### src/core/torque_off_pkg.sv
package torque_off_pkg;

   // ----------------------------------------------------------------
   // Timing
   // ----------------------------------------------------------------
   localparam int unsigned CLK_HZ = 25000000;
   localparam int unsigned TICK_US = 100;
   localparam int unsigned TICK_DIV = CLK_HZ / 1000000 * TICK_US;
   localparam int unsigned PULSE_REJECT_US = 2000;
   localparam int unsigned QUALIFY_US = 6000;
   localparam int unsigned MISMATCH_OK_MS = 1600;
   localparam int unsigned MISMATCH_FAULT_MS = 3000;
   localparam int unsigned FAULT_PICK_MS = 2300;
   localparam int unsigned QUALIFY_TICKS = QUALIFY_US / TICK_US;
   localparam int unsigned FAULT_TICKS = FAULT_PICK_MS * 1000 / TICK_US;

   // ----------------------------------------------------------------
   // State
   // ----------------------------------------------------------------
   typedef enum logic [1:0] {
      ST_SAFE = 2'b00,
      ST_RUN_OK = 2'b01,
      ST_MISMATCH = 2'b10,
      ST_LOCKED = 2'b11
   } monitor_state_t;

endpackage : torque_off_pkg

### src/core/torque_off_monitor.sv
`timescale 1ns/1ns
// Summary of operation
// - Both low: tripped, indicator on.
// - Both high: run permitted, indicator off.
// - One high only: tripped, indicator off.
// - Mismatch up to 1.6 s never latches.
// - Mismatch beyond 3.0 s always latches.
// - Latched fault holds trip, indicator off.
// - Only a reset (resetn_in low) leaves latched fault.
// - Low pulses under 2 ms ignored.
// - Low must persist 6 ms to react.
// - Log trip only at start or running.
// - Torque stops 2 to 10 ms after low.
module torque_off_monitor
   import torque_off_pkg::*;
#(
   parameter int unsigned FAULT_TICKS_P = FAULT_TICKS,
   parameter int unsigned TICK_DIV_P = TICK_DIV
) (
   input wire logic clk_in,
   input wire logic resetn_in,
   input wire logic safety_enable_channel_a_in,
   input wire logic safety_enable_channel_b_in,
   input wire logic start_cmd_in,
   input wire logic running_in,
   output logic run_enable_out,
   output logic torque_off_trip_out,
   output logic safe_state_indicator_out,
   output logic fault_locked_out,
   output logic trip_log_out
);

   // ----------------------------------------------------------------
   // Synchronisers and tick
   // ----------------------------------------------------------------
   logic [1:0] meta_r;
   logic [1:0] sync_r;
   logic [11:0] div_r;
   logic tick_r;

   always_ff @(posedge clk_in or negedge resetn_in) begin
      if (!resetn_in) begin
         meta_r <= 2'h0;
         sync_r <= 2'h0;
      end else begin
         meta_r <= {safety_enable_channel_b_in, safety_enable_channel_a_in};
         sync_r <= meta_r;
      end
   end

   always_ff @(posedge clk_in or negedge resetn_in) begin
      if (!resetn_in) begin
         div_r <= 12'h000;
         tick_r <= 1'b0;
      end else if (div_r == 12'(TICK_DIV_P - 1)) begin
         div_r <= 12'h000;
         tick_r <= 1'b1;
      end else begin
         div_r <= div_r + 12'h001;
         tick_r <= 1'b0;
      end
   end

   // ----------------------------------------------------------------
   // Per-channel low qualification
   // ----------------------------------------------------------------
   // Rising edges pass at once; only a falling level is filtered, so a
   // test pulse cannot trip the drive but recovery is not delayed.
   logic [1:0] chan_r;
   genvar g;
   generate
      for (g = 0; g < 2; g++) begin : g_filt
         logic [7:0] low_cnt_r;
         always_ff @(posedge clk_in or negedge resetn_in) begin
            if (!resetn_in) begin
               low_cnt_r <= 8'h00;
               chan_r[g] <= 1'b0;
            end else if (sync_r[g]) begin
               low_cnt_r <= 8'h00;
               chan_r[g] <= 1'b1;
            end else if (tick_r) begin
               if (low_cnt_r >= 8'(QUALIFY_TICKS - 1)) begin
                  chan_r[g] <= 1'b0;
               end else begin
                  low_cnt_r <= low_cnt_r + 8'h01;
               end
            end
         end
      end
   endgenerate

   // ----------------------------------------------------------------
   // Discrepancy timer
   // ----------------------------------------------------------------
   logic [15:0] mis_cnt_r;
   logic mis_done;
   assign mis_done = (mis_cnt_r >= 16'(FAULT_TICKS_P));

   always_ff @(posedge clk_in or negedge resetn_in) begin
      if (!resetn_in) begin
         mis_cnt_r <= 16'h0000;
      end else if (chan_r[0] == chan_r[1]) begin
         mis_cnt_r <= 16'h0000;
      end else if (tick_r && !mis_done) begin
         mis_cnt_r <= mis_cnt_r + 16'h0001;
      end
   end

   // ----------------------------------------------------------------
   // State machine
   // ----------------------------------------------------------------
   monitor_state_t state_r;
   monitor_state_t state_nxt;

   always_comb begin
      state_nxt = state_r;
      case (state_r)
         ST_LOCKED: begin
            state_nxt = ST_LOCKED;
         end
         default: begin
            if (chan_r != 2'b11 && chan_r != 2'b00 && mis_done) begin
               state_nxt = ST_LOCKED;
            end else if (chan_r == 2'b11) begin
               state_nxt = ST_RUN_OK;
            end else if (chan_r == 2'b00) begin
               state_nxt = ST_SAFE;
            end else begin
               state_nxt = ST_MISMATCH;
            end
         end
      endcase
   end

   always_ff @(posedge clk_in or negedge resetn_in) begin
      if (!resetn_in) begin
         state_r <= ST_SAFE;
      end else begin
         state_r <= state_nxt;
      end
   end

   // ----------------------------------------------------------------
   // Outputs
   // ----------------------------------------------------------------
   always_ff @(posedge clk_in or negedge resetn_in) begin
      if (!resetn_in) begin
         run_enable_out <= 1'b0;
         torque_off_trip_out <= 1'b1;
         safe_state_indicator_out <= 1'b0;
         fault_locked_out <= 1'b0;
      end else begin
         run_enable_out <= (state_nxt == ST_RUN_OK);
         torque_off_trip_out <= (state_nxt != ST_RUN_OK);
         safe_state_indicator_out <= (state_nxt == ST_SAFE);
         fault_locked_out <= (state_nxt == ST_LOCKED);
      end
   end

   // A trip is logged only when it hurts: at a start request or while the
   // motor is running. Stopping through the inputs while idle is normal use.
   always_ff @(posedge clk_in or negedge resetn_in) begin
      if (!resetn_in) begin
         trip_log_out <= 1'b0;
      end else begin
         trip_log_out <= (state_nxt != ST_RUN_OK) &&
                         (start_cmd_in || (running_in && state_r == ST_RUN_OK));
      end
   end
endmodule : torque_off_monitor

### config.mk
export PLATFORM = sky130hd
export DESIGN_NAME = torque_off_monitor
export DESIGN_NICKNAME = d
export VERILOG_FILES = /design/src/core/torque_off_pkg.sv /design/src/core/torque_off_monitor.sv
export SDC_FILE = /design/constraint.sdc
export NUM_CORES = 1
export LEC_CHECK = 0
export ABC_AREA = 1
export BUFFER_PORTS_ARGS = -buffer_cell sky130_fd_sc_hd__buf_2
export CAP_MARGIN = 20
export CELL_PAD_IN_SITES_DETAIL_PLACEMENT = 2
export CELL_PAD_IN_SITES_GLOBAL_PLACEMENT = 2
export CORE_UTILIZATION = 27
export CTS_BUF_LIST = sky130_fd_sc_hd__clkbuf_8
export DETAILED_ROUTE_END_ITERATION = 8
export PLACE_DENSITY_LB_ADDON = 0.1
export SLEW_MARGIN = 20
export SYNTH_ARGS = -nofsm -noshare
export SYNTH_HDL_FRONTEND = slang
export SYNTH_SLANG_ARGS = --single-unit
### constraint.sdc
create_clock -name clk_in -period 3.6 [get_ports clk_in]
set_input_delay 0.54 -clock clk_in [delete_from_list [all_inputs] [get_ports clk_in]]
set_output_delay 0.54 -clock clk_in [all_outputs]
set_load 0.05 [all_outputs]
---- After elaboration in Yosys (flattened, before gate mapping) ----
Cells that the tools add are included.
storage, ports and cells
  output and inout port bits .............. 5
  logic and storage cells ................. 72
  input port bits ......................... 6
  register bits after elaboration ......... 58
operators by class
  equal/unequal tests ..................... 11
  order comparisons ....................... 3
  add/sub/neg operators ................... 4
  mux-type cells .......................... 20
  reductions and logical operators ........ 19
operator list
  kind                     count
  $mux W8                  6
  $mux W16                 2
  $add A16 B1 Y16 const B  1
  $add A8 B1 Y8 const B    2
  $ge A16 B15 Y1 const B   1
  $ge A8 B6 Y1 const B     2
  $add A12 B1 Y12 const B  1
  $eq A12 B12 Y1 const B   1
  $mux W12                 1
  $reduce_bool A2 Y1       6
  $mux W2                  4
  $reduce_and A2 Y1        4
  $mux W1                  7
  $eq A2 B2 Y1 const B     3
  $ne A2 B2 Y1 const B     3
  $logic_and A1 B1 Y1      5
  $eq A2 B1 Y1 const B     2
  $logic_not A2 Y1         2
  $ne A2 B1 Y1 const B     1
  $eq A1 B1 Y1             1
  $logic_not A1 Y1         1
  $logic_or A1 B1 Y1       1

---- Logic depth before layout (Yosys ltp) ----
Gate-level depths: netlist of the first run.
  word-level depth ........................ 7
  gate-level depth with buffers ........... 10
  depth with buffers taken out ............ 9

---- Worst setup path before layout of the first run ----
Ideal clock, no wire load.
  kind .................................... register -> register
  from .................................... register g_filt[0].low_cnt_r[0]
  to ...................................... register g_filt[0].low_cnt_r[2]
  required time ........................... 3.481 ns
  setup time .............................. 0.119 ns
  slack ................................... 2.167 ns
  path buffers ............................ 0
  data arrival time ....................... 1.314 ns
  stages on the path, launching flop included .. 9
  clock period less this slack ............ 1.433 ns
  cells stage by stage .................... dfrtp_1 -> ha_1 -> or2_1 -> nand3_1 -> nand2_1 -> nor2_2 -> nand3_1 -> nand2_1 -> nor2_1
on the way
  word-level cells in the longest chain between the ends .. 4
  elaborated cells on any way between the ends .. 7
  those cells by class .................... add/sub (1); order compare (1); eq/ne (1); mux (3); reduce/logical (1)
RTL lines
  element                 line                      text
  from (decl)             torque_off_monitor.sv:73  logic [7:0] low_cnt_r;
  from (signal assigned)  torque_off_monitor.sv:85  low_cnt_r <= low_cnt_r + 8'h01;
  $add A8 B1 Y8           torque_off_monitor.sv:85
  $mux W8                 torque_off_monitor.sv:82  if (low_cnt_r >= 8'(QUALIFY_TICKS - 1)) begin
  $mux W8                 torque_off_monitor.sv:81  end else if (tick_r) begin
  $mux W8                 torque_off_monitor.sv:78  end else if (sync_r[g]) begin
Parallel ways exist; a longest one is shown, timed or not. The select of a mux whose other input is x is not followed.
A chain may end at the register's enable or synchronous reset.

---- Final worst setup path of the first run ----
  from .................................... register g_filt[1].low_cnt_r[0]
  to ...................................... register g_filt[1].low_cnt_r[0]
on the way
  word-level cells in the longest chain between the ends .. 4
  elaborated cells on any way between the ends .. 7
  those cells by class .................... add/sub (1); order compare (1); eq/ne (1); mux (3); reduce/logical (1)
RTL lines
  element                 line
  from (decl)             torque_off_monitor.sv:73
  from (signal assigned)  torque_off_monitor.sv:85
  $add A8 B1 Y8           torque_off_monitor.sv:85
  $mux W8                 torque_off_monitor.sv:82
  $mux W8                 torque_off_monitor.sv:81
  $mux W8                 torque_off_monitor.sv:78
Parallel ways exist; a longest one is shown, timed or not. The select of a mux whose other input is x is not followed.

==> results of run 1 <==
flip-flops by register name, indices dropped and copies added (netlist names):
register and count:
mis_cnt_r 16, torque_off_trip_out 1, div_r 12, fault_locked_out 1, state_r 2, run_enable_out 1, safe_state_indicator_out 1, chan_r 2
meta_r 2, g_filt.low_cnt_r 16, tick_r 1, trip_log_out 1, sync_r 2
worst register-to-register path: stages, from the launching register on:
cell     delay [ns]
dfrtp_1        0.41
ha_1           0.22
inv_1          0.05
nand2_1        0.06
nand3_1        0.11
nand3_1        0.10
nand2_1        0.30
o21ai_0        0.17
o21a_1         0.14
final cells by class:
| class | count | area (µm²) | share of cell area |
|---|---|---|---|
| Timing Repair Buffer | 12 | 67.6 | 0.0198 |
| Clock buffer | 12 | 165 | 0.0485 |
| Inverter | 48 | 180 | 0.0529 |
| Multi-Input combinational cell | 256 | 1330 | 0.390 |
| Sequential cell | 58 | 1450 | 0.426 |
| Tap cell | 140 | 175 | 0.0514 |
| Clock inverter | 3 | 38.8 | 0.0114 |
path summary, 6_finish.rpt:
check / from / to / cells past startpoint
max: g_filt[1].low_cnt_r[0] / g_filt[1].low_cnt_r[0] / 8
min: resetn_in / g_filt[1].low_cnt_r[3] / 1
max reg2reg: g_filt[1].low_cnt_r[0] / g_filt[1].low_cnt_r[0] / 8
min reg2reg: meta_r[0] / sync_r[0] / 0
max in group asynchronous: resetn_in / chan_r[0] / 2
min in group clk_in: safety_enable_channel_b_in / meta_r[1] / 1
cells in the mapped netlist (2+ instances only):
cell / number / area [µm²]
a21oi_1: 9 / 45.0
nand4_1: 9 / 56.3
xor2_1: 17 / 149
nor3_1: 5 / 25.0
o21ai_0: 11 / 55.1
dfrtp_1: 57 / 1430
nand2_1: 69 / 259
nand2_2: 19 / 119
nor2_2: 5 / 31.3
clkinv_1: 2 / 7.51
buf_6: 2 / 22.5
inv_1: 46 / 173
nand3_1: 42 / 210
ha_1: 7 / 87.6
nor2_1: 54 / 203
layer usage:
layer	vias up	share of wire
li1	1186	-
met1	1173	0.50
met2	16	0.47
met3	2	0.024
met4	0	0.0048
met5	-	0
logic make-up after synthesis:
kind of cell / Yosys count
and+or+nand+nor: 208
DFF: 58
buffers and inverters: 55
AOI/OAI and AO/OA: 23
xor gates and xnor gates: 18
adders and majority gates: 7
metrics by stage:
stage	worst slack (ns)	total power, µW	hold WS, ns	util	instance area [µm²]
after floorplan	2.17	749	0.244	-	3020
after global placement	1.93	785	0.332	0.294	3200
after detailed placement	1.91	786	0.341	0.294	3200
after CTS	1.90	1430	0.297	0.313	3410
after global routing	1.76	1470	0.237	0.313	3410
final	1.93	1410	0.212	0.313	3410
power by group through the flow:
stage	registers, µW	logic (µW)	clock network, µW
after global placement	692	92.7	0
after CTS	680	94.3	657
final	680	91.3	635
after global routing	683	103	683
after detailed placement	692	94.2	0
after floorplan	724	24.5	0
==> impl_metrics.ini, run 1 <==
[logic_synthesis]
syn-num-nets = 382
synth-compound-area-share = 0.0414
synth-edff-count = 0
ys_seq_area_frac = 0.481
async_reset_ff_frac = 1.00
synth.area.mux_share = 0
synth_top_family_by_area = simple AND/OR/NAND/NOR gates
synthSimpleGateAreaFrac = 0.317
postSynthAreaPerCell_um2 = 8.19
synthCells = 369
synth_xor_area_frac = 0.0522
synthAdderAreaFrac = 0.0290
ys_warn_count = 0
yosysUniqueCellTypes = 30
syn_area_um2 = 3020
synthFlopType = dfrtp_1
synth_seq_cells = 58

[sta]
finalHoldViolations = 0
period_needed_ns = 1.67
clock_skew_ns = 0.0129
tns_ns = 0
final.period_utilization = 0.463
max_freq_mhz = 600
setup_viol = 0
tightest_slew_ns = 0.639
drv_slew = 0
rsz0062_at_grt = no
max_slew_margin = 0.570

[status]
outcome = completed

[placed_design]
dp_cells = 514
hpwl_um = 5460
place_congestion = 0.687
numPortBuffers = 10

[route]
ant_nets = 0
wire_per_inst_um = 14.5
dr.pass1.iters = 3
drt-initial-drc-count = 61
drc_errors = 0
wl_um = 7700
post_drt_via_cell_ratio = 4.49
via_count = 2377

[final_layout]
n_antenna_cell = 0
layout_commonest_cell = nand2_1
fin_cells = 529
final_cell_mix = nand2_1, dfrtp_1, nor2_1
drive_above_1_share = 0.144
area_growth_pct = 12.8
nNetsFinal = 398
fillers = 1282

[clock_tree]
clk_pin_slew_ns = 0.07
postCtsSetupRepairBufs = 0
numCtsBuffers = 9
clk_latency_ns = 0.33
cts_tree = built
hold_buffers = 0
clockRootBuffer = clkbuf_8
cts_resized = 0
htreeDepth = 3
clock_path_buffers = 2
cts_num_sinks = 58

[worst_setup_path]
critPathSlowestCell = dfrtp_1
crit_type = reg -> reg
worst_setup_path_end_kind = flip-flop
critPathRequiredTime_ns = 3.82
cp-start-kind = flip-flop
critical_path_buf_inv_count = 1
critPathMaxFanout = 12
worstPathArrival_ns = 1.89
critPathTopFamily = simple AND/OR/NAND/NOR gates
r2r_slack_ns = 1.93
crit_chain = ha_1, inv_1, nand2_1, nand3_1, nand3_1, nand2_1, o21ai_0, o21a_1
max_stage_delay_ns = 0.41

[grt]
grt_usage = 0.148
busiest_layer = met2
use_met2 = 0.243
grt_pass1_wl_um = 13200
antenna_found_initial = 0
use_met3 = 0.0369
grt_start_max_net_pins = 44
gr-total-overflow = 0
globalRouteMet1Util = 0.194
grt_pass1_vias = 2650

[floorplanning]
core.rowCount = 38
dieWidth_um = 108
fp.coreArea_um2 = 10900
io_pins = 11
die_area_um2 = 11600
die_height_um = 108
start_util = 0.278

[power_and_ir_drop]
p_int_uw = 1060
ir_drop_uv = 199
p_leak_uw = 0.00158
switching_share = 0.246
p_comb_frac = 0.065
seq_power_share = 0.483
switchingPower_uw = 346
power_density_nw_per_um2 = 413
p_clk_frac = 0.452

[hold_path]
hold_class = in -> async

[job]
maxCapViolCount = 0
Power figures use the tool's default switching activity.
==> run 2, diff against run 1 <==
- clock period: 3.6 -> 1.55 ns (I/O delays scaled with it)
==> run 2 against run 1 <==
Die area unchanged. Via count is 5.4% higher. Worst setup slack got worse by 1.9 ns. Cell count rose by 5.9%. Combinational power increased to 2.8 times the previous value. Non-clock buffer count rose by 30. Sequential share of layout area decreased by 3.9 points. Critical endpoint is now g_filt[0].low_cnt_r[2]. Largest power group unchanged. Highest routed layer unchanged.
==> impl_metrics.ini, run 2 (synthesized netlist as in run 1, its figures left out) <==
[status]
outcome = completed

[route]
wl_um = 8390
dr.pass1.iters = 4
ant_nets = 0
drt-initial-drc-count = 76
drc_errors = 0
wire_per_inst_um = 15.0
via_count = 2505
post_drt_via_cell_ratio = 4.47

[clock_tree]
cts_tree = built
cts_num_sinks = 58
clock_path_buffers = 2
htreeDepth = 3
clk_pin_slew_ns = 0.07
numCtsBuffers = 9
clk_latency_ns = 0.34
clockRootBuffer = clkbuf_8

[sta]
hold_slack_ns = 0.119
final.period_utilization = 0.991
rsz0062_at_grt = yes
period_needed_ns = 1.54
finalHoldViolations = 0
setup_viol = 0
clock_skew_ns = 0.0111
drv_slew = 0
max_slew_margin = 0.665
max_freq_mhz = 651
tightest_slew_ns = 0.502

[final_layout]
layout_commonest_cell = nand2_1
drive_above_1_share = 0.226
final_cell_mix = nand2_1, dfrtp_1, nor2_1
regArea_um2 = 1450
n_antenna_cell = 0
largest_registers = g_filt.low_cnt_r: 16 flops, mis_cnt_r: 16 flops, div_r: 12 flops
postLayoutCoreUtil = 0.345
fillers = 1274
nNetsFinal = 428
multi_input_area_um2 = 1400
area_growth_pct = 24.1

[power_and_ir_drop]
power_density_nw_per_um2 = 898
ir_drop_uv = 427
switching_share = 0.251
p_clk_frac = 0.457
p_leak_uw = 0.00174
p_comb_frac = 0.075
p_int_uw = 2520
seq_power_share = 0.468
switchingPower_uw = 845

[grt]
antenna_found_initial = 0
grt_pass1_wl_um = 14100
use_met2 = 0.260
grt_pass1_vias = 2814
globalRouteMet1Util = 0.212
grt_start_max_net_pins = 22
busiest_layer = met2
use_met3 = 0.0272
gr-total-overflow = 0
grt_usage = 0.161

[worst_setup_path]
r2r-start = g_filt[0].low_cnt_r[1]
cp-start-kind = flip-flop
max_stage_delay_ns = 0.41
crit_type = reg -> reg
critical_path_buf_inv_count = 0
crit_chain = ha_1, or2_1, nand3_2, nand2_2, nor2_4, nand3_2, nand2_1, nor2_1
critPathMaxFanout = 6
critPathRequiredTime_ns = 1.78
crit_top_cell = nand3_2
worstSetupStartpoint = g_filt[0].low_cnt_r[1]
worstPathArrival_ns = 1.77
critPathSlowestCell = dfrtp_1
critPathTopFamily = simple AND/OR/NAND/NOR gates
worst_setup_path_end_kind = flip-flop

[floorplanning]
io_pins = 11
die_area_um2 = 11600
start_util = 0.278
die_height_um = 108
core.rowCount = 38
fp.coreArea_um2 = 10900
dieWidth_um = 108

[hold_path]
hold_start = start_cmd_in
hold_class = in -> reg

[placed_design]
hpwl_um = 6170
numPortBuffers = 10
place_congestion = 0.718

[job]
maxCapViolCount = 0
run 2: changes by cell type in the layout (fill, tap and decap cells not counted), sizes merged:
cell / before / now
dlygate4sd3: 0 / 3
buf: 12 / 39
bufinv: 1 / 2
clkbuf: 12 / 9
inv: 47 / 48
clkinv: 3 / 5
run 2: area by class of cell:
cell class / instances / share of cell area
sequential: 58 / 0.388
multi-input combinational: 256 / 0.372
timing repair buffer: 42 / 0.0894
inverter: 48 / 0.0480
tap: 140 / 0.0467
clock buffer: 9 / 0.0330
clock inverter: 7 / 0.0230
run 2: worst reg2reg max path: cells and delay by family, from the launching register on:
| kind | cells | cell delay (ns) |
|---|---|---|
| adders and majority gates | 1 | 0.22 |
| DFF | 1 | 0.41 |
| and+or+nand+nor | 7 | 0.80 |
run 2: worst paths after layout:
kind                                           to  slack, ns  cells past startpoint
setup / recovery           g_filt[0].low_cnt_r[2]       0.01                      8
hold / removal                       trip_log_out       0.12                      3
setup reg to reg           g_filt[0].low_cnt_r[2]       0.01                      8
hold reg to reg                         sync_r[0]       0.35                      0
max in group asynchronous            mis_cnt_r[4]       0.63                      3
min in group asynchronous  g_filt[1].low_cnt_r[2]       0.39                      2
run 2: routing by layer:
| metal | vias to the layer above | wire [µm] |
|---|---|---|
| met2 | 21 | 3970 |
| met3 | 8 | 142 |
| li1 | 1247 | - |
| met5 | - | 0 |
| met4 | 0 | 108 |
| met1 | 1229 | 4170 |
run 2: what timing repair did:
action / 4_1_cts / 5_1_grt
gates resized for setup: 5 / 13
setup buffers: 0 / 3
endpoints found under the setup margin: 5 / 21
pin swaps: 1 / 3
hold buffers: 3 / 0
endpoints found under the hold margin: 14 / 0
run 2: stage by stage:
step	setup slack (ns)	total power [µW]	cell area (µm²)	instances	setup TNS (ns)
global route	-0.0641	3510	3750	560	-0.220
global placement	0.0534	1850	3420	538	0
detailed placement	-0.0369	1860	3420	538	-0.0799
finish	0.0134	3370	3750	560	0
floorplan	0.117	1740	3020	369	0
CTS	0.0384	3440	3680	557	0
run 2: power groups by stage:
stage          sequential [µW]  clock (µW)  combinational [µW]
2_1_floorplan             1680           0                56.9
3_3_place_gp              1610           0                 245
3_5_place_dp              1610           0                 250
4_1_cts                   1580        1600                 258
5_1_grt                   1580        1650                 278
6_report                  1580        1540                 253
==> run 3, diff against run 2 <==
- clock period: 1.55 -> 2 ns (I/O delays scaled with it)
==> run 3 against run 2 <==
Critical path depth unchanged. Cell count down 4.6%. Non-clock buffer count down 26. Global-route usage down 0.52 points. Power down 26%.
==> impl_metrics.ini, run 3 (synthesized netlist as in run 1, its figures left out) <==
[status]
outcome = completed

[final_layout]
drive_above_1_share = 0.152
area_growth_pct = 13.9
largest_registers = g_filt.low_cnt_r: 16 flops, mis_cnt_r: 16 flops, div_r: 12 flops
final_cell_mix = nand2_1, dfrtp_1, nor2_1
nNetsFinal = 402
n_antenna_cell = 0
layout_commonest_cell = nand2_1

[worst_setup_path]
cp-start-kind = flip-flop
critPathRequiredTime_ns = 2.23
critPathMaxFanout = 12
critPathSlowestCell = dfrtp_1
worstSetupStartpoint = g_filt[1].low_cnt_r[0]
critical_path_buf_inv_count = 1
critPathTopFamily = simple AND/OR/NAND/NOR gates
worstPathArrival_ns = 1.90
max_stage_delay_ns = 0.41
worst_setup_path_end_kind = flip-flop
r2r-start = g_filt[1].low_cnt_r[0]
crit_chain = ha_1, inv_1, nand2_1, nand3_1, nand3_1, nand2_1, o21ai_0, o21a_1
crit_type = reg -> reg

[clock_tree]
clk_latency_ns = 0.33
cts_tree = built
htreeDepth = 3
clockRootBuffer = clkbuf_8
cts_num_sinks = 58
postCtsSetupRepairBufs = 0
clk_pin_slew_ns = 0.07
clock_path_buffers = 2
numCtsBuffers = 9

[grt]
grt_start_max_net_pins = 33
gr-total-overflow = 0
antenna_found_initial = 0
grt_pass1_vias = 2731
use_met2 = 0.248
use_met3 = 0.0278
grt_usage = 0.156
globalRouteMet1Util = 0.208
grt_pass1_wl_um = 13800
busiest_layer = met2

[route]
wire_per_inst_um = 14.6
dr.pass1.iters = 4
ant_nets = 0
drc_errors = 0
post_drt_via_cell_ratio = 4.56
via_count = 2433
drt-initial-drc-count = 65
wl_um = 7820

[power_and_ir_drop]
p_leak_uw = 0.00160
ir_drop_uv = 361
power_density_nw_per_um2 = 724

[sta]
max_freq_mhz = 597
finalHoldViolations = 0
tns_ns = 0
drv_slew = 0
tightest_slew_ns = 0.497
clock_skew_ns = 0.0121
max_slew_margin = 0.669
final.period_utilization = 0.838
period_needed_ns = 1.68
timing.final.ws_setup_ns = 0.325
rsz0062_at_grt = no
setup_viol = 0

[hold_path]
hold_class = in -> reg
hold_start = safety_enable_channel_a_in

[floorplanning]
core.rowCount = 38
start_util = 0.278
dieWidth_um = 108
die_height_um = 108
io_pins = 11
fp.coreArea_um2 = 10900
die_area_um2 = 11600

[placed_design]
numPortBuffers = 10
place_congestion = 0.712
pre_cts_slack_ns = 0.286
hpwl_um = 5850

[job]
maxCapViolCount = 0
[run 3: cell types whose count changed in the layout (fill, tap and decap cells not counted), sizes merged]
cell	change
buf	-24
clkinv	+1
dlygate4sd3	-2
inv	-1
bufinv	-1
clkbuf	+1
[run 3: cell type report]
type	instances	area, µm²
Tap cell	140	175
Inverter	48	180
Multi-Input combinational cell	256	1330
Timing Repair Buffer	16	110
Fill cell	1267	7450
Clock buffer	10	138
Clock inverter	6	57.6
Sequential cell	58	1450
[run 3: final timing paths]
path	slack, ns	depth (start not counted)	end
max in group asynchronous	0.97	3	mis_cnt_r[14]
max	0.32	8	g_filt[1].low_cnt_r[0]
max reg2reg	0.32	8	g_filt[1].low_cnt_r[0]
min reg2reg	0.35	0	sync_r[0]
min	0.08	1	meta_r[0]
min in group asynchronous	0.47	2	trip_log_out
[run 3: per-layer routing]
layer | up-vias | wire [µm]
met5 | - | 0
met2 | 19 | 3580
met1 | 1197 | 3920
met4 | 0 | 143
met3 | 12 | 175
li1 | 1205 | -
[run 3: power by group]
part           internal, µW  switching [µW]  total (µW)  leakage, µW
clock                   601             495        1100     0.000107
sequential             1210            16.6        1220     0.000756
combinational          40.2             133         173     0.000736
[run 3: timing repair]
item                      CTS  global route
resized for setup           0             0
hold endpoints to repair   15             0
hold buffers                1             0
[run 3: worst reg2reg max path, cell delays in order, from the launching register on]
cell and delay [ns]:
dfrtp_1 0.41, ha_1 0.23, inv_1 0.06, nand2_1 0.06, nand3_1 0.12, nand3_1 0.10
nand2_1 0.31, o21ai_0 0.16, o21a_1 0.13
[run 3: through the flow]
stage | power [µW] | instances | hold WS [ns] | area, µm² | util
after CTS | 2550 | 534 | 0.0594 | 3440 | 0.316
after global routing | 2610 | 534 | 0.0539 | 3440 | 0.316
after floorplan | 1350 | 369 | 0.00441 | 3020 | -
after global placement | 1420 | 517 | 0.304 | 3240 | 0.297
after detailed placement | 1420 | 517 | 0.303 | 3240 | 0.297
final | 2490 | 534 | 0.0773 | 3440 | 0.316
